## src/pkg/drtw_pkg.sv

```systemverilog
/*
 * drtw_pkg: constants, types and the component lookup table for the
 * debug lookup-table and trigger wiring block.
 * Assumes a single 100 MHz reference clock; all figures live here.
 */
`default_nettype none

package drtw_pkg;

    // clock and timing
    localparam int CLK_PERIOD_NS = 10;
    localparam int RST_HOLD_NS   = 160;
    localparam int RST_HOLD_CYC  =
        (RST_HOLD_NS + CLK_PERIOD_NS - 1) / CLK_PERIOD_NS;
    localparam int HOLD_W        = 5;

    // lookup table layout
    localparam int          ROM_ENTRIES  = 14;
    localparam int          ROM_IDX_W    = 4;
    localparam int          OFS_LSB      = 12;
    localparam int          OFS_W        = 19;
    localparam logic [31:0] DBG_ROM_BASE = 32'h8000_0000;
    localparam logic [31:0] SOC_ROM_BASE = 32'hff00_0000;

    typedef logic [OFS_W-1:0] drtw_ofs_t;

    // per-entry base offsets, bits 30:12; last entry ends the table
    localparam drtw_ofs_t ROM_OFS [ROM_ENTRIES] = '{
        19'h00001, 19'h00002, 19'h00003, 19'h00004,
        19'h00005, 19'h00006, 19'h00007, 19'h00008,
        19'h00008, 19'h0000a, 19'h0000b, 19'h00080,
        19'h00400, 19'h00000
    };

    // cross-trigger geometry
    localparam int TRIG_W  = 8;
    localparam int CHAN_W  = 4;
    localparam int NUM_CTI = 3;
    localparam int CTI_TS  = 0;
    localparam int CTI_FAB = 1;
    localparam int CTI_L3  = 2;
    localparam int MAP_W   = TRIG_W * CHAN_W;

    // trace-side trigger input positions
    localparam int TI_MC_LSB   = 4;
    localparam int TI_MTB_DONE = 3;
    localparam int TI_MTB_FULL = 2;
    localparam int TI_OTB_DONE = 1;
    localparam int TI_OTB_FULL = 0;

    // trace-side trigger output positions
    localparam int TO_OTB_TRIG  = 7;
    localparam int TO_OTB_FLUSH = 6;
    localparam int TO_HWE_HI    = 5;
    localparam int TO_HWE_LO    = 4;
    localparam int TO_TP_TRIG   = 3;
    localparam int TO_TP_FLUSH  = 2;
    localparam int TO_MTB_TRIG  = 1;
    localparam int TO_MTB_FLUSH = 0;

    // only the trace port answers; the other acks are tied low
    localparam logic [7:0] TS_ACK_MASK  = 8'h0c;
    localparam logic [7:0] ALL_ACK_MASK = 8'hff;

    // synchronised control levels
    localparam int CTL_W      = 5;
    localparam int CTL_WARM   = 0;
    localparam int CTL_DBG    = 1;
    localparam int CTL_STLACK = 2;
    localparam int CTL_HALT   = 3;
    localparam int CTL_TPCLK  = 4;

    // trace port width setting
    localparam int         PSIZE_W   = 6;
    localparam logic [5:0] PSIZE_RST = 6'h20;

    // reset sequencer
    typedef enum logic [1:0] {
        RS_IDLE  = 2'b00,
        RS_STALL = 2'b01,
        RS_HOLD  = 2'b11
    } drtw_rst_e;

endpackage

`default_nettype wire

```

## src/pkg/drtw_sync_if.sv

```systemverilog
/*
 * drtw_sync_if: a raw level vector and its synchronised copy with a
 * rising-edge strobe. The source drives raw; the synchroniser the rest.
 */
`default_nettype none

interface drtw_sync_if #(parameter int W = 8);
    logic [W-1:0] raw;
    logic [W-1:0] lvl;
    logic [W-1:0] rise;

    modport src (output raw, input lvl, input rise);
    modport dst (input raw, output lvl, output rise);
endinterface

`default_nettype wire

```

## src/design/drtw_sync.sv

```systemverilog
/*
 * drtw_sync: two-flop synchroniser with a rising-edge strobe.
 * Assumes raw comes from another clock or a pin and is held long
 * enough (four-phase handshake) to be seen at 100 MHz.
 */
`default_nettype none

module drtw_sync #(parameter int W = 8) (
    // clock and reset
    input wire logic ref_clk,
    input wire logic rst_b,
    // levels in and out
    drtw_sync_if.dst s
);
    logic [W-1:0] meta_q;
    logic [W-1:0] sync_q;
    logic [W-1:0] prev_q;

    // first stage feeds only the second stage
    always_ff @(posedge ref_clk or negedge rst_b) begin
        if (!rst_b) begin
            meta_q <= '0;
            sync_q <= '0;
        end else begin
            meta_q <= s.raw;
            sync_q <= meta_q;
        end
    end

    // edge detector looks at the settled copy only
    always_ff @(posedge ref_clk or negedge rst_b) begin
        if (!rst_b) begin
            prev_q <= '0;
        end else begin
            prev_q <= sync_q;
        end
    end

    assign s.lvl  = sync_q;
    assign s.rise = sync_q & ~prev_q;

    a_sync_two_flop: assert property (
        @(posedge ref_clk) disable iff (!rst_b)
        ($stable(s.raw) && $stable($past(s.raw)))
            |=> (s.lvl == $past(s.raw, 2)))
        else $error("synchroniser latency is not two cycles");

    a_rise_single: assert property (
        @(posedge ref_clk) disable iff (!rst_b)
        (|s.rise) |=> ((s.rise & $past(s.rise)) == '0))
        else $error("edge strobe lasted longer than one cycle");

endmodule

`default_nettype wire

```

## src/design/drtw_top.sv

```systemverilog
/*
 * drtw_top: debug component lookup table with two read ports and the
 * trigger wiring of three cross-trigger blocks (trace side, fabric,
 * interconnect) joined by a four-channel matrix, plus reset scoping.
 * Assumes one 100 MHz clock; triggers and acks arrive asynchronously.
 */
//
// Behaviour
// - table gives bits 30:12 per entry, 0xD ends
// - debugger reads table at 0x80000000
// - on-chip masters read table at 0xFF000000
// - trace-side inputs wired from macrocell and buffers
// - trace-side outputs drive buffers, macrocell, port
// - only acks 3 and 2 come from port
// - trace-side input acks go to no pin
// - fabric block exposes all its triggers
// - interconnect block exposes all its triggers
// - stall memory buffer before warm/debug reset
// - watchdogs pause while processor is halted
// - domain resets clear their whole clock domain
// - power-on reset only at power-on
// - all cross-trigger blocks share one reset
// - crossings tolerate sync or async clocks
// - trace port clock async to trace bus
// - access port clock equals debug bus clock
// - trace port width set by software write
// - eight triggers, four channels, programmable mapping
`default_nettype none

module drtw_top (
    // clock and reset
    input  wire logic                      ref_clk,
    input  wire logic                      rst_b,
    // debugger lookup port
    input  wire logic                      dbg_rd_req,
    input  wire logic [31:0]               dbg_rd_addr,
    output logic                           dbg_rd_valid_q,
    output logic [31:0]                    dbg_rd_data_q,
    // on-chip master lookup port
    input  wire logic                      soc_rd_req,
    input  wire logic [31:0]               soc_rd_addr,
    output logic                           soc_rd_valid_q,
    output logic [31:0]                    soc_rd_data_q,
    // trace-side event sources
    input  wire logic [3:0]                mc_event_in,
    input  wire logic                      mtb_capture_complete,
    input  wire logic                      mtb_full,
    input  wire logic                      otb_capture_complete,
    input  wire logic                      otb_full,
    // trace-side trigger destinations
    output logic                           otb_trigger_request_in,
    output logic                           otb_flush_request_in,
    output logic [3:0]                     hardware_event_inputs,
    output logic                           tp_trigger_request_in,
    output logic                           tp_flush_request_in,
    output logic                           mtb_trigger_request_in,
    output logic                           mtb_flush_request_in,
    input  wire logic                      tp_trigger_request_ack,
    input  wire logic                      tp_flush_request_ack,
    // fabric triggers
    input  wire logic [7:0]                fab_trig_in,
    output logic [7:0]                     fab_trig_in_ack,
    output logic [7:0]                     fab_trig_out,
    input  wire logic [7:0]                fab_trig_out_ack,
    // interconnect triggers
    input  wire logic [7:0]                l3_trig_in,
    output logic [7:0]                     l3_trig_in_ack,
    output logic [7:0]                     l3_trig_out,
    input  wire logic [7:0]                l3_trig_out_ack,
    // trigger-to-channel mapping, four bits per trigger
    input  wire logic [drtw_pkg::MAP_W-1:0] ts_in_map,
    input  wire logic [drtw_pkg::MAP_W-1:0] ts_out_map,
    input  wire logic [drtw_pkg::MAP_W-1:0] fab_in_map,
    input  wire logic [drtw_pkg::MAP_W-1:0] fab_out_map,
    input  wire logic [drtw_pkg::MAP_W-1:0] l3_in_map,
    input  wire logic [drtw_pkg::MAP_W-1:0] l3_out_map,
    // reset control
    input  wire logic                      warm_reset_req,
    input  wire logic                      debug_reset_req,
    input  wire logic                      mtb_stall_en,
    output logic                           mtb_stall_req_q,
    input  wire logic                      mtb_stall_ack,
    output logic                           trace_bus_reset_n,
    output logic                           cross_trigger_reset_n,
    output logic                           trigger_matrix_reset_n,
    output logic                           trace_port_reset_n,
    output logic                           debug_power_on_reset_n,
    // watchdog pause
    input  wire logic                      cpu_halted,
    input  wire logic                      wdt_pause_en,
    output logic                           wdt_pause_q,
    // trace port setup
    input  wire logic                      tp_clk_sel_in,
    output logic                           tp_clk_sel_q,
    input  wire logic                      psize_wr,
    input  wire logic [drtw_pkg::PSIZE_W-1:0] psize_wdata,
    output logic [drtw_pkg::PSIZE_W-1:0]   trace_port_width_q
);
    import drtw_pkg::*;

    // lookup table read: decode the 4 KB window, zero outside the table
    function automatic logic [31:0] rom_read(logic [31:0] addr,
                                             logic [31:0] base);
        logic [31:0] data;
        logic [ROM_IDX_W-1:0] idx;
        data = '0;
        idx  = addr[ROM_IDX_W+1:2];
        if (addr[31:OFS_LSB] == base[31:OFS_LSB] &&
            addr[OFS_LSB-1:ROM_IDX_W+2] == '0 &&
            32'(idx) < ROM_ENTRIES) begin
            data[OFS_LSB+OFS_W-1:OFS_LSB] = ROM_OFS[idx];
        end
        return data;
    endfunction

    // synchronisers for everything arriving from other domains
    drtw_sync_if #(.W(3*TRIG_W))   in_if ();
    drtw_sync_if #(.W(2*TRIG_W+2)) ack_if ();
    drtw_sync_if #(.W(CTL_W))      ctl_if ();

    assign in_if.raw = {l3_trig_in, fab_trig_in,
                        mc_event_in, mtb_capture_complete, mtb_full,
                        otb_capture_complete, otb_full};
    assign ack_if.raw = {l3_trig_out_ack, fab_trig_out_ack,
                         tp_trigger_request_ack, tp_flush_request_ack};
    assign ctl_if.raw = {tp_clk_sel_in, cpu_halted, mtb_stall_ack,
                         debug_reset_req, warm_reset_req};

    drtw_sync #(.W(3*TRIG_W)) u_in_sync (
        .ref_clk (ref_clk),
        .rst_b   (rst_b),
        .s       (in_if.dst)
    );
    drtw_sync #(.W(2*TRIG_W+2)) u_ack_sync (
        .ref_clk (ref_clk),
        .rst_b   (rst_b),
        .s       (ack_if.dst)
    );
    drtw_sync #(.W(CTL_W)) u_ctl_sync (
        .ref_clk (ref_clk),
        .rst_b   (rst_b),
        .s       (ctl_if.dst)
    );

    logic [TRIG_W-1:0] tin_rise [NUM_CTI];
    logic [TRIG_W-1:0] ack_s    [NUM_CTI];
    logic [TRIG_W-1:0] ack_used [NUM_CTI];
    logic [MAP_W-1:0]  in_map   [NUM_CTI];
    logic [MAP_W-1:0]  out_map  [NUM_CTI];
    logic [TRIG_W-1:0] fire     [NUM_CTI];
    logic [TRIG_W-1:0] out_q    [NUM_CTI];
    logic [CHAN_W-1:0] chan_evt;
    logic              dbg_clr;

    // per-block views of the synchronised vectors
    assign tin_rise[CTI_TS]  = in_if.rise[TRIG_W-1:0];
    assign tin_rise[CTI_FAB] = in_if.rise[2*TRIG_W-1:TRIG_W];
    assign tin_rise[CTI_L3]  = in_if.rise[3*TRIG_W-1:2*TRIG_W];
    assign ack_s[CTI_TS]  = {4'h0, ack_if.lvl[1:0], 2'h0};
    assign ack_s[CTI_FAB] = ack_if.lvl[TRIG_W+1:2];
    assign ack_s[CTI_L3]  = ack_if.lvl[2*TRIG_W+1:TRIG_W+2];
    assign ack_used[CTI_TS]  = TS_ACK_MASK;
    assign ack_used[CTI_FAB] = ALL_ACK_MASK;
    assign ack_used[CTI_L3]  = ALL_ACK_MASK;
    assign in_map[CTI_TS]   = ts_in_map;
    assign in_map[CTI_FAB]  = fab_in_map;
    assign in_map[CTI_L3]   = l3_in_map;
    assign out_map[CTI_TS]  = ts_out_map;
    assign out_map[CTI_FAB] = fab_out_map;
    assign out_map[CTI_L3]  = l3_out_map;

    // channel matrix: any mapped input edge pulses its channels
    always_comb begin
        chan_evt = '0;
        for (int k = 0; k < NUM_CTI; k++) begin
            for (int i = 0; i < TRIG_W; i++) begin
                for (int c = 0; c < CHAN_W; c++) begin
                    chan_evt[c] = chan_evt[c] |
                        (tin_rise[k][i] & in_map[k][i*CHAN_W+c]);
                end
            end
        end
    end

    // a trigger output fires when any of its channels pulses
    always_comb begin
        for (int k = 0; k < NUM_CTI; k++) begin
            for (int i = 0; i < TRIG_W; i++) begin
                fire[k][i] = |(chan_evt & out_map[k][i*CHAN_W +: CHAN_W]);
            end
        end
    end

    // outputs with an ack hold until acked; a new fire beats the ack,
    // outputs whose ack is tied low become one-cycle pulses
    always_ff @(posedge ref_clk or negedge rst_b) begin
        if (!rst_b) begin
            for (int k = 0; k < NUM_CTI; k++) begin
                out_q[k] <= '0;
            end
        end else begin
            for (int k = 0; k < NUM_CTI; k++) begin
                for (int i = 0; i < TRIG_W; i++) begin
                    if (dbg_clr) begin
                        out_q[k][i] <= 1'b0;
                    end else if (fire[k][i]) begin
                        out_q[k][i] <= 1'b1;
                    end else if (!ack_used[k][i] || ack_s[k][i]) begin
                        out_q[k][i] <= 1'b0;
                    end
                end
            end
        end
    end

    // fixed trace-side destinations
    assign otb_trigger_request_in = out_q[CTI_TS][TO_OTB_TRIG];
    assign otb_flush_request_in   = out_q[CTI_TS][TO_OTB_FLUSH];
    assign hardware_event_inputs  = {{2{out_q[CTI_TS][TO_HWE_HI]}},
                                     {2{out_q[CTI_TS][TO_HWE_LO]}}};
    assign tp_trigger_request_in  = out_q[CTI_TS][TO_TP_TRIG];
    assign tp_flush_request_in    = out_q[CTI_TS][TO_TP_FLUSH];
    assign mtb_trigger_request_in = out_q[CTI_TS][TO_MTB_TRIG];
    assign mtb_flush_request_in   = out_q[CTI_TS][TO_MTB_FLUSH];
    // trace-side input acks stay internal
    assign fab_trig_out   = out_q[CTI_FAB];
    assign fab_trig_in_ack = in_if.lvl[2*TRIG_W-1:TRIG_W];
    assign l3_trig_out    = out_q[CTI_L3];
    assign l3_trig_in_ack = in_if.lvl[3*TRIG_W-1:2*TRIG_W];

    // lookup table answers, one cycle after the request
    always_ff @(posedge ref_clk or negedge rst_b) begin
        if (!rst_b) begin
            dbg_rd_valid_q <= 1'b0;
            dbg_rd_data_q  <= '0;
            soc_rd_valid_q <= 1'b0;
            soc_rd_data_q  <= '0;
        end else begin
            dbg_rd_valid_q <= dbg_rd_req;
            soc_rd_valid_q <= soc_rd_req;
            if (dbg_rd_req) begin
                dbg_rd_data_q <= rom_read(dbg_rd_addr,
                                          DBG_ROM_BASE);
            end
            if (soc_rd_req) begin
                soc_rd_data_q <= rom_read(soc_rd_addr,
                                          SOC_ROM_BASE);
            end
        end
    end

    // reset sequencer: optional buffer stall, then a timed reset pulse
    drtw_rst_e         rst_st_q;
    logic [HOLD_W-1:0] hold_q;
    logic              rst_req;

    assign rst_req = ctl_if.rise[CTL_WARM] | ctl_if.rise[CTL_DBG];

    always_ff @(posedge ref_clk or negedge rst_b) begin
        if (!rst_b) begin
            rst_st_q        <= RS_IDLE;
            hold_q          <= '0;
            mtb_stall_req_q <= 1'b0;
        end else begin
            case (rst_st_q)
                RS_IDLE: begin
                    if (rst_req && mtb_stall_en) begin
                        rst_st_q        <= RS_STALL;
                        mtb_stall_req_q <= 1'b1;
                    end else if (rst_req) begin
                        rst_st_q <= RS_HOLD;
                        hold_q   <= HOLD_W'(RST_HOLD_CYC - 1);
                    end
                end
                RS_STALL: begin
                    // the bus master stays quiet until the ack arrives
                    if (ctl_if.lvl[CTL_STLACK]) begin
                        rst_st_q <= RS_HOLD;
                        hold_q   <= HOLD_W'(RST_HOLD_CYC - 1);
                    end
                end
                RS_HOLD: begin
                    if (hold_q == '0) begin
                        rst_st_q        <= RS_IDLE;
                        mtb_stall_req_q <= 1'b0;
                    end else begin
                        hold_q <= hold_q - 1'b1;
                    end
                end
                default: begin
                    rst_st_q        <= RS_IDLE;
                    mtb_stall_req_q <= 1'b0;
                end
            endcase
        end
    end

    assign dbg_clr = (rst_st_q == RS_HOLD);

    // one shared debug reset for every domain and every trigger block
    logic dbg_rst_n_q;
    logic por_n_q;

    always_ff @(posedge ref_clk or negedge rst_b) begin
        if (!rst_b) begin
            dbg_rst_n_q <= 1'b0;
        end else begin
            dbg_rst_n_q <= !dbg_clr;
        end
    end

    // power-on reset follows rst_b alone, never the sequencer
    always_ff @(posedge ref_clk or negedge rst_b) begin
        if (!rst_b) begin
            por_n_q <= 1'b0;
        end else begin
            por_n_q <= 1'b1;
        end
    end

    assign trace_bus_reset_n      = dbg_rst_n_q;
    assign cross_trigger_reset_n  = dbg_rst_n_q;
    assign trigger_matrix_reset_n = dbg_rst_n_q;
    assign trace_port_reset_n     = dbg_rst_n_q;
    assign debug_power_on_reset_n = por_n_q;

    // watchdog pause, trace port clock select and width setting;
    // the access port runs on this same clock, so no crossing there
    always_ff @(posedge ref_clk or negedge rst_b) begin
        if (!rst_b) begin
            wdt_pause_q        <= 1'b0;
            tp_clk_sel_q       <= 1'b0;
            trace_port_width_q <= PSIZE_RST;
        end else begin
            wdt_pause_q  <= wdt_pause_en & ctl_if.lvl[CTL_HALT];
            tp_clk_sel_q <= ctl_if.lvl[CTL_TPCLK];
            if (psize_wr) begin
                trace_port_width_q <= psize_wdata;
            end
        end
    end

    a_rom_first_entry: assert property (
        @(posedge ref_clk) disable iff (!rst_b)
        (dbg_rd_req && dbg_rd_addr == DBG_ROM_BASE)
            |=> (dbg_rd_valid_q && dbg_rd_data_q == 32'h0000_1000))
        else $error("debugger read of entry 0 is wrong");

    a_rom_end_mark: assert property (
        @(posedge ref_clk) disable iff (!rst_b)
        (dbg_rd_req && dbg_rd_addr == (DBG_ROM_BASE | 32'h0000_0034))
            |=> (dbg_rd_valid_q && dbg_rd_data_q == '0))
        else $error("table end entry is not zero");

    a_soc_rom_read: assert property (
        @(posedge ref_clk) disable iff (!rst_b)
        (soc_rd_req && soc_rd_addr == (SOC_ROM_BASE | 32'h0000_0030))
            |=> (soc_rd_data_q == 32'h0040_0000))
        else $error("on-chip read of entry 12 is wrong");

    a_tied_ack_pulse: assert property (
        @(posedge ref_clk) disable iff (!rst_b)
        (out_q[CTI_TS][TO_MTB_TRIG] && !fire[CTI_TS][TO_MTB_TRIG])
            |=> !out_q[CTI_TS][TO_MTB_TRIG])
        else $error("tied-ack trigger output did not drop");

    a_tp_trig_hold: assert property (
        @(posedge ref_clk) disable iff (!rst_b)
        (tp_trigger_request_in && !ack_if.lvl[1] && !dbg_clr)
            |=> tp_trigger_request_in)
        else $error("trace port trigger dropped before ack");

    a_stall_before_reset: assert property (
        @(posedge ref_clk) disable iff (!rst_b)
        (rst_st_q == RS_STALL && !ctl_if.lvl[CTL_STLACK])
            |=> (dbg_rst_n_q && mtb_stall_req_q))
        else $error("reset went ahead before buffer stall ack");

    a_por_never_falls: assert property (
        @(posedge ref_clk) disable iff (!rst_b)
        por_n_q |=> por_n_q)
        else $error("power-on reset asserted without rst_b");

    a_shared_reset: assert property (
        @(posedge ref_clk) disable iff (!rst_b)
        (!dbg_rst_n_q && dbg_clr)
            |=> (out_q[CTI_FAB] == '0 && out_q[CTI_L3] == '0))
        else $error("trigger state survived the debug reset");

    a_wdt_pause: assert property (
        @(posedge ref_clk) disable iff (!rst_b)
        (cpu_halted && wdt_pause_en) [*3] |=> wdt_pause_q)
        else $error("watchdog not paused while halted");

endmodule

`default_nettype wire

```

## config.mk

```make
export PLATFORM = sky130hd
export DESIGN_NAME = drtw_top
export DESIGN_NICKNAME = d
export VERILOG_FILES = /design/src/pkg/drtw_pkg.sv /design/src/pkg/drtw_sync_if.sv /design/src/design/drtw_sync.sv /design/src/design/drtw_top.sv
export SDC_FILE = /design/constraint.sdc
export NUM_CORES = 1
export LEC_CHECK = 0
export ABC_AREA = 0
export ABC_CLOCK_PERIOD_IN_PS = 2400
export BUFFER_PORTS_ARGS = -buffer_cell sky130_fd_sc_hd__buf_2
export CORE_ASPECT_RATIO = 0.75
export CORE_MARGIN = 2
export CORE_UTILIZATION = 26
export CTS_BUF_LIST = sky130_fd_sc_hd__clkbuf_8
export CTS_CLUSTER_SIZE = 14
export DETAILED_ROUTE_END_ITERATION = 10
export PLACE_DENSITY = 0.53
export RECOVER_POWER = 100
export SLEW_MARGIN = 20
export SYNTH_ARGS = -nofsm -noshare
export SYNTH_HDL_FRONTEND = slang
export SYNTH_SLANG_ARGS = --single-unit
export TNS_END_PERCENT = 5
```

## constraint.sdc

```tcl
create_clock -name ref_clk -period 2.4 [get_ports ref_clk]
set_input_delay 0.48 -clock ref_clk [delete_from_list [all_inputs] [get_ports ref_clk]]
set_output_delay 0.48 -clock ref_clk [all_outputs]
set_load 0.005 [all_outputs]
```

==> tab_implementation.tex, run 1 <==
\begin{tabular}{lr}
\hline
Metric & Value \\
\hline
\multicolumn{2}{l}{\textbf{Critical path}} \\
\quad Data arrival time of the critical path & roughly 2600 ps \\
\quad Type of the worst setup path & flop to flop \\
\quad Number of cells on the critical path & 7 \\
\quad Cell family contributing the most delay on the critical path & simple AND/OR/NAND/NOR gates \\
\quad Slowest library cell on the worst path & or4\_1 \\
\quad CP Capture Type & flop \\
\quad R2R Setup Slk & approximately 130 ps \\
\quad Required time at the endpoint of the critical path & $\sim$2700 ps \\
\quad FF-to-FF path depth & 7 \\
\quad Startpoint types & flop \\
\quad Crit path largest cell delay & around 600 ps \\
\quad Cell breakdown of the critical path & nor2b\_1 > a32oi\_2 > nand4\_1 > or4\_1 > buf\_12 > a222oi\_1 > a21oi\_1 \\
\quad Combined buffer and inverter count along the critical path & 1 \\
\quad Biggest fanout along the worst timing path & 24 \\
\multicolumn{2}{l}{\textbf{GRT}} \\
\quad Maximum number of pins on one net before global-route repair & a little over 50 \\
\quad Antenna violations before repair & 5 \\
\quad Global-route usage over all layers & 0.147 \\
\quad Congestion Overflow GR & 0 \\
\quad Via count of the first global-routing pass & $\sim$5700 \\
\quad First-pass GRT wire length & around 33 mm \\
\multicolumn{2}{l}{\textbf{Cells and area}} \\
\quad Number of nets in the final layout & 1310 \\
\quad Most used cells in the layout excluding fill and tap cells & 332 x buf\_2, 174 x dfrtp\_1, 68 x nand3b\_1, 53 x conb\_1, 50 x clkbuf\_1 \\
\quad Proportion of layout cells with a drive suffix above 1 & 0.392 \\
\quad Growth of design area from synthesis to finish & 33.7\% \\
\quad Most common cell after layout, fill and taps aside & buf\_2 \\
\multicolumn{2}{l}{\textbf{Die}} \\
\quad Vertical die dimension & 149 µm \\
\quad Total die area & slightly below 30000 µm² \\
\quad I/O pins & $\sim$440 \\
\quad Standard-cell row count & 53 \\
\quad Effective utilization at floorplan & 0.262 \\
\quad Core Footprint & around 28000 µm² \\
\quad Die boundary width & 198 µm \\
\multicolumn{2}{l}{\textbf{Placement}} \\
\quad Placer Congestion & approximately 0.87 \\
\quad Half-perimeter wire length after placement & roughly 18 mm \\
\quad Setup slack at placement & -48.9 ps \\
\quad Number of I/O port buffers & about 380 \\
\multicolumn{2}{l}{\textbf{Logic synthesis}} \\
\quad Synth Flop Type & dfrtp\_1 \\
\quad Yosys synthesis warning count & 0 \\
\quad Count of distinct cell types in the synthesized netlist & 48 \\
\quad Post-synthesis cell area & 7300 µm² \\
\quad Average cell area after synthesis & $\sim$12 µm² \\
\quad Fraction of registers with async set or reset after synthesis & 1.00 \\
\quad Gate count after technology mapping & between 600 and 700 \\
\quad Yosys reg bits & about 180 \\
\quad Share of the yosys chip area belonging to registers & 0.603 \\
\quad Count of flip-flops with a built-in enable after synthesis & 0 \\
\multicolumn{2}{l}{\textbf{Clocking}} \\
\quad Inserted Clock Buffers & 17 \\
\quad Max Root-Sink Buffers & 2 \\
\quad Clock slew at the register clock pins of the worst setup and hold paths & $\sim$120 ps \\
\quad Clock tree from TritonCTS & yes \\
\quad Number of clock sinks & around 180 \\
\quad \# H-tree levels & 4 \\
\quad Clock latency on the worst-skew pair & about 460 ps \\
\quad Clk Tree Root Cell & clkbuf\_8 \\
\quad Buffers inserted during post-CTS setup optimization & 0 \\
\multicolumn{2}{l}{\textbf{STA}} \\
\quad Number of endpoints with negative hold slack in the final report & 0 \\
\quad FMAX & $\sim$440 MHz \\
\quad Final critical-path required period & around 2300 ps \\
\quad Final period util & 0.946 \\
\quad Fin worst setup slack & 130 ps \\
\quad Worst-Margin Slew & roughly 1200 ps \\
\quad Worst max-slew margin expressed relative to the limit & 0.207 \\
\quad RSZ-0062 raised after global routing & false \\
\quad Total Neg Setup Slack & 0 ps \\
\quad Setup-violating endpoint count in the final report & 0 \\
\quad Count of final max-slew check failures & 0 \\
\quad Final Skew & 21.1 ps \\
\multicolumn{2}{l}{\textbf{Outcome}} \\
\quad Run status & finished clean \\
\multicolumn{2}{l}{\textbf{Route}} \\
\quad Per-cell via count in the routed design & approximately 4.4 \\
\quad Via count & 6026 \\
\quad TritonRoute pass-1 iters & 10 \\
\quad Routed length per instance & around 17 µm \\
\quad Met2 wire len & 10.1 mm \\
\quad Post-route DRC & 0 \\
\quad ANT nets after route & 0 \\
\quad Metal-1 WL & around 10 mm \\
\quad Top sig layer & met5 \\
\quad Post-Route WL & around 22 mm \\
\quad Met3 wirelength from detailed routing & 1.83 mm \\
\quad DRC marker count from the first detailed-route iteration & roughly 370 \\
\multicolumn{2}{l}{\textbf{Power}} \\
\quad Largest vdd supply drop & 0.407 mV \\
\quad P\_leak & between 0.004 and 0.005 µW \\
\quad Power density cells & 718 nW/µm² \\
\multicolumn{2}{l}{\textbf{Hold path}} \\
\quad Hold Path Class & primary input to flop \\
\quad Worst Hold Path Cells & 1 \\
\multicolumn{2}{l}{\textbf{Run}} \\
\quad Max-capacitance violation count & 0 \\
\hline
\end{tabular}
==> repair_timing <==
action | CTS | global route
hold endpoints to repair | 42 | 0
hold buffers | 1 | 0
setup endpoints to repair | 0 | 4
gates resized for setup | 0 | 2
==> cell families after synthesis <==
family / Yosys count / synth area share
AND/OR/NAND/NOR: 169 / 0.154
multiplexers: 7 / 0.0106
adder cells (fa/ha/maj): 8 / 0.0137
other: 2 / 0.00103
buffers and inverters: 124 / 0.104
flip-flops: 176 / 0.603
AO/OA/AOI/OAI: 120 / 0.114
==> path summary, 6_finish.rpt <==
check,end,start
setup reg to reg,l3_trig_out[2],u_in_sync.s.lvl[5]
min in group asynchronous,dbg_rd_valid_q,rst_b
hold reg to reg,u_ack_sync.s.lvl[0],u_ack_sync.meta_q[0]
hold / removal,u_in_sync.meta_q[14],fab_trig_in[6]
setup / recovery,l3_trig_out[2],u_in_sync.s.lvl[5]
max in group asynchronous,u_in_sync.prev_q[10],rst_b
==> area by class of cell <==
class | instances | area, µm²
fill | 2896 | 18100
sequential | 176 | 4410
multi-input combinational | 357 | 2340
timing repair buffer | 400 | 2010
tap | 357 | 447
clock buffer | 17 | 234
clock inverter | 15 | 186
inverter | 34 | 128
antenna | 3 | 7.51
==> registers in the layout, summed over array words and instances (netlist names), 5 cells and up <==
signal              count
u_ack_sync.s.lvl       18
soc_rd_data_q           6
u_ctl_sync.meta_q       5
hold_q                  5
l3_trig_out             8
u_in_sync.meta_q       24
dbg_rd_data_q           6
u_in_sync.prev_q       24
trace_port_width_q      6
u_ctl_sync.s.lvl        5
u_ack_sync.meta_q      18
u_in_sync.s.lvl        24
fab_trig_out            8
==> report_power, final <==
group	switching (µW)	internal, µW
Combinational	709	624
Clock	1270	899
Sequential	196	3310
Total	2170	4840
==> through the flow <==
step | util | hold WS [ps] | std cells | area, µm² | total power [µW]
after CTS | 0.353 | 60.8 | 1356 | 9830 | 7190
after global placement | 0.338 | 332 | 1323 | 9400 | 4930
after floorplan | - | 184 | 657 | 7490 | 4260
after global routing | 0.350 | 52.9 | 1357 | 9760 | 7480
final | 0.350 | 113 | 1359 | 9760 | 7010
after detailed placement | 0.338 | 335 | 1323 | 9400 | 4960
==> routing by layer <==
layer | GRT usage | vias up
met4 | 0.0286 | 4
met2 | 0.222 | 230
li1 | - | 2842
met1 | 0.210 | 2936
met3 | 0.0434 | 14
met5 | 0 | -
==> Yosys cell counts (9+ instances only) <==
| cell | number | area share |
|---|---|---|
| a222oi_1 | 18 | 0.025 |
| buf_4 | 73 | 0.075 |
| inv_1 | 34 | 0.017 |
| a21oi_1 | 49 | 0.034 |
| nand3b_1 | 68 | 0.070 |
| nand2_1 | 9 | 0.0046 |
| clkbuf_1 | 12 | 0.0062 |
| dfrtp_1 | 175 | 0.60 |
| nand4_1 | 18 | 0.015 |
| a22oi_1 | 12 | 0.012 |
| nor2b_1 | 23 | 0.020 |
| o22ai_1 | 9 | 0.0077 |
Note: power is estimated with default switching activity, not from simulation.
==> inputs of run 2 (changes only) <==
REMOVE_ABC_BUFFERS = 1   (was default)
==> tab_implementation.tex, run 2 (synthesized netlist as in run 1, its figures left out) <==
\begin{tabular}{lr}
\hline
Metric & Value \\
\hline
\multicolumn{2}{l}{\textbf{Placement}} \\
\quad Placed instance count & 1326 (was 1323) \\
\quad Post-placement cell area & 9460 µm² (was 9400 µm²) \\
\quad Number of I/O port buffers & 381 (unchanged) \\
\quad Half-perimeter wire length after placement & 19.2 mm (was 18.1 mm) \\
\quad Placer Congestion & 0.834 (was 0.866) \\
\multicolumn{2}{l}{\textbf{Die}} \\
\quad I/O pins & 438 (unchanged) \\
\quad Vertical die dimension & 149 µm (unchanged) \\
\quad Die boundary width & 198 µm (unchanged) \\
\quad Effective utilization at floorplan & 0.262 (unchanged) \\
\quad Standard-cell row count & 53 (unchanged) \\
\quad Core Footprint & 27900 µm² (unchanged) \\
\quad Total die area & 29500 µm² (unchanged) \\
\multicolumn{2}{l}{\textbf{Critical path}} \\
\quad Crit path largest cell delay & 560 ps (was 600 ps) \\
\quad Biggest fanout along the worst timing path & 25 (was 24) \\
\quad Required time at the endpoint of the critical path & 2720 ps (was 2740 ps) \\
\quad FF-to-FF path depth & 7 (unchanged) \\
\quad R2R Setup Slk & 50 ps (was 130 ps) \\
\quad CP Launch Point & u\_in\_sync.s.lvl[18] (was u\_in\_sync.s.lvl[5]) \\
\quad Cell family contributing the most delay on the critical path & simple AND/OR/NAND/NOR gates (unchanged) \\
\quad Reg2reg start & u\_in\_sync.s.lvl[18] (was u\_in\_sync.s.lvl[5]) \\
\quad Data arrival time of the critical path & 2670 ps (was 2610 ps) \\
\quad CP Capture Type & flop (unchanged) \\
\quad End of the worst register-to-register path & tp\_trigger\_request\_in (was l3\_trig\_out[2]) \\
\quad Combined buffer and inverter count along the critical path & 1 (unchanged) \\
\quad Cell breakdown of the critical path & nand3b\_1 > and4\_1 > nand4\_1 > or4\_4 > buf\_12 > a222oi\_1 > a21oi\_1 (was nor2b\_1 > a32oi\_2 > nand4\_1 > or4\_1 > buf\_12 > a222oi\_1 > a21oi\_1) \\
\quad Startpoint types & flop (unchanged) \\
\quad Slowest library cell on the worst path & or4\_4 (was or4\_1) \\
\quad Type of the worst setup path & flop to flop (unchanged) \\
\multicolumn{2}{l}{\textbf{Clocking}} \\
\quad Inserted Clock Buffers & 17 (unchanged) \\
\quad Clk Tree Root Cell & clkbuf\_8 (unchanged) \\
\quad Clock latency on the worst-skew pair & 460 ps (about the same) \\
\quad Clock tree from TritonCTS & yes (unchanged) \\
\quad Number of clock sinks & 176 (unchanged) \\
\quad Clock slew at the register clock pins of the worst setup and hold paths & 100 ps (was 120 ps) \\
\quad \# H-tree levels & 4 (unchanged) \\
\quad Max Root-Sink Buffers & 2 (unchanged) \\
\multicolumn{2}{l}{\textbf{Outcome}} \\
\quad Run status & finished clean (unchanged) \\
\multicolumn{2}{l}{\textbf{Power}} \\
\quad Power density cells & 704 nW/µm² (was 718 nW/µm²) \\
\quad P\_leak & 0.00479 µW (was 0.00462 µW) \\
\quad Part of the power in combinational logic & 0.204 (was 0.190) \\
\quad Fraction of power spent switching nets & 0.294 (was 0.310) \\
\quad Sequential Power Share & 0.505 (was 0.501) \\
\quad Clock group share of total power & 0.291 (was 0.309) \\
\quad NetSw & 2050 µW (was 2170 µW) \\
\quad Internal power of the cells & 4900 µW (was 4840 µW) \\
\quad Largest vdd supply drop & 0.284 mV (was 0.407 mV) \\
\quad Tot Pwr & 6950 µW (was 7010 µW) \\
\multicolumn{2}{l}{\textbf{Route}} \\
\quad Via count & 6118 (was 6026) \\
\quad Routed length per instance & 17.9 µm (was 16.5 µm) \\
\quad ANT nets after route & 0 (unchanged) \\
\quad DRC marker count from the first detailed-route iteration & 353 (was 373) \\
\quad Post-Route WL & 24.4 mm (was 22.5 mm) \\
\quad Per-cell via count in the routed design & 4.50 (was 4.43) \\
\quad TritonRoute pass-1 iters & 8 (was 10) \\
\quad Post-route DRC & 0 (unchanged) \\
\multicolumn{2}{l}{\textbf{GRT}} \\
\quad Antenna violations before repair & 2 (was 5) \\
\quad Maximum number of pins on one net before global-route repair & 55 (was 51) \\
\quad First-pass GRT wire length & 35.3 mm (was 32.6 mm) \\
\quad Global-route usage over all layers & 0.162 (was 0.147) \\
\quad Via count of the first global-routing pass & 6030 (was 5728) \\
\quad Congestion Overflow GR & 0 (unchanged) \\
\multicolumn{2}{l}{\textbf{STA}} \\
\quad Number of endpoints with negative hold slack in the final report & 0 (unchanged) \\
\quad Total Neg Setup Slack & 0 ps (unchanged) \\
\quad Final Skew & 17.5 ps (was 21.1 ps) \\
\quad Setup-violating endpoint count in the final report & 0 (unchanged) \\
\quad Count of final max-slew check failures & 0 (unchanged) \\
\quad FMAX & 426 MHz (was 441 MHz) \\
\quad Final period util & 0.979 (was 0.946) \\
\quad RSZ-0062 raised after global routing & true (was false) \\
\quad Final critical-path required period & 2350 ps (was 2270 ps) \\
\multicolumn{2}{l}{\textbf{Cells and area}} \\
\quad Total area of sequential cells & 4410 µm² (unchanged) \\
\quad Proportion of layout cells with a drive suffix above 1 & 0.439 (was 0.392) \\
\quad Growth of design area from synthesis to finish & 35.1\% (was 33.7\%) \\
\quad Count of fill cells added during filler insertion & 2830 (was 2896) \\
\quad Number of nets in the final layout & 1313 (was 1310) \\
\quad Area of the multi-input gates & 2340 µm² (about the same) \\
\quad Most used cells in the layout excluding fill and tap cells & 375 x buf\_2, 174 x dfrtp\_1, 68 x nand3b\_1, 53 x conb\_1, 49 x a21oi\_1 (was 332 x buf\_2, 174 x dfrtp\_1, 68 x nand3b\_1, 53 x conb\_1, 50 x clkbuf\_1) \\
\quad Design area & 9860 µm² (was 9760 µm²) \\
\quad Number of standard cells in the layout, taps in and fillers out & 1361 (was 1359) \\
\quad Most common cell after layout, fill and taps aside & buf\_2 (unchanged) \\
\multicolumn{2}{l}{\textbf{Run}} \\
\quad Max-capacitance violation count & 0 (unchanged) \\
\multicolumn{2}{l}{\textbf{Hold path}} \\
\quad Hold-critical path endpoint & u\_in\_sync.meta\_q[9] (was u\_in\_sync.meta\_q[14]) \\
\quad Worst Hold Path Cells & 1 (unchanged) \\
\quad Hold Path Class & primary input to flop (unchanged) \\
\quad Origin of the worst min-delay path & fab\_trig\_in[1] (was fab\_trig\_in[6]) \\
\hline
\end{tabular}
==> run 2: cell count changes in the layout (fill, tap and decap cells not counted), moves of 4 or more <==
| cell | change |
|---|---|
| inv_8 | -5 |
| buf_2 | +43 |
| clkbuf_1 | -45 |
| clkbuf_8 | +4 |
| buf_4 | +5 |
==> run 2: worst reg2reg max path, delay by kind of cell, from the launching register on <==
family / cells / cell delay (ps)
AO/OA/AOI/OAI: 2 / 570
buffers and inverters: 1 / 180
flip-flops: 1 / 460
AND/OR/NAND/NOR: 4 / 1000
==> run 2: cell type report <==
class                      count  share of cell area
sequential                   176               0.447
inverter                      34              0.0129
tap                          357              0.0453
clock buffer                  20              0.0279
multi-input combinational    357               0.238
timing repair buffer         403               0.218
antenna                        2            0.000507
clock inverter                12              0.0109
==> run 2: timing repair <==
item / in CTS / in global routing
gates resized for setup: 1 / 2
pin swaps: 1 / 3
setup endpoints to repair: 1 / 4
hold endpoints to repair: 44 / 0
hold buffers: 1 / 0
buffers inserted: 0 / 0
==> run 2: power by group through the flow <==
stage | logic, µW | clock network (µW) | registers, µW
2_1_floorplan | 541 | 0 | 3560
3_3_place_gp | 1410 | 0 | 3550
3_5_place_dp | 1440 | 0 | 3560
4_1_cts | 1440 | 2130 | 3510
5_1_grt | 1590 | 2250 | 3550
6_report | 1420 | 2020 | 3510
==> run 2: layer usage <==
metal  up-vias  GRT usage  routed length, µm
met5         -          0                  0
met4         0     0.0376                245
met3        15     0.0418               1890
met2       255      0.245              11000
met1      2998      0.231              11300
li1       2850          -                  -
==> run 2: worst max-delay path by stage <==
stage                             to  slack (ps)  depth (start not counted)
6_report       tp_trigger_request_in          50                          7
3_5_place_dp   tp_trigger_request_in         -30                          8
3_3_place_gp   tp_trigger_request_in         -40                          8
4_1_cts        tp_trigger_request_in           9                          7
2_1_floorplan        fab_trig_out[0]         210                          6
5_1_grt        tp_trigger_request_in          -8                          7
==> run 2: stage by stage <==
| stage | setup WS, ps | hold WS (ps) | utilization |
|---|---|---|---|
| after global routing | -7.53 | 60.1 | 0.354 |
| final | 50.0 | 115 | 0.354 |
| after floorplan | 214 | 184 | - |
| after CTS | 9.23 | 65.9 | 0.354 |
| after detailed placement | -30.8 | 335 | 0.340 |
| after global placement | -40.7 | 331 | 0.340 |
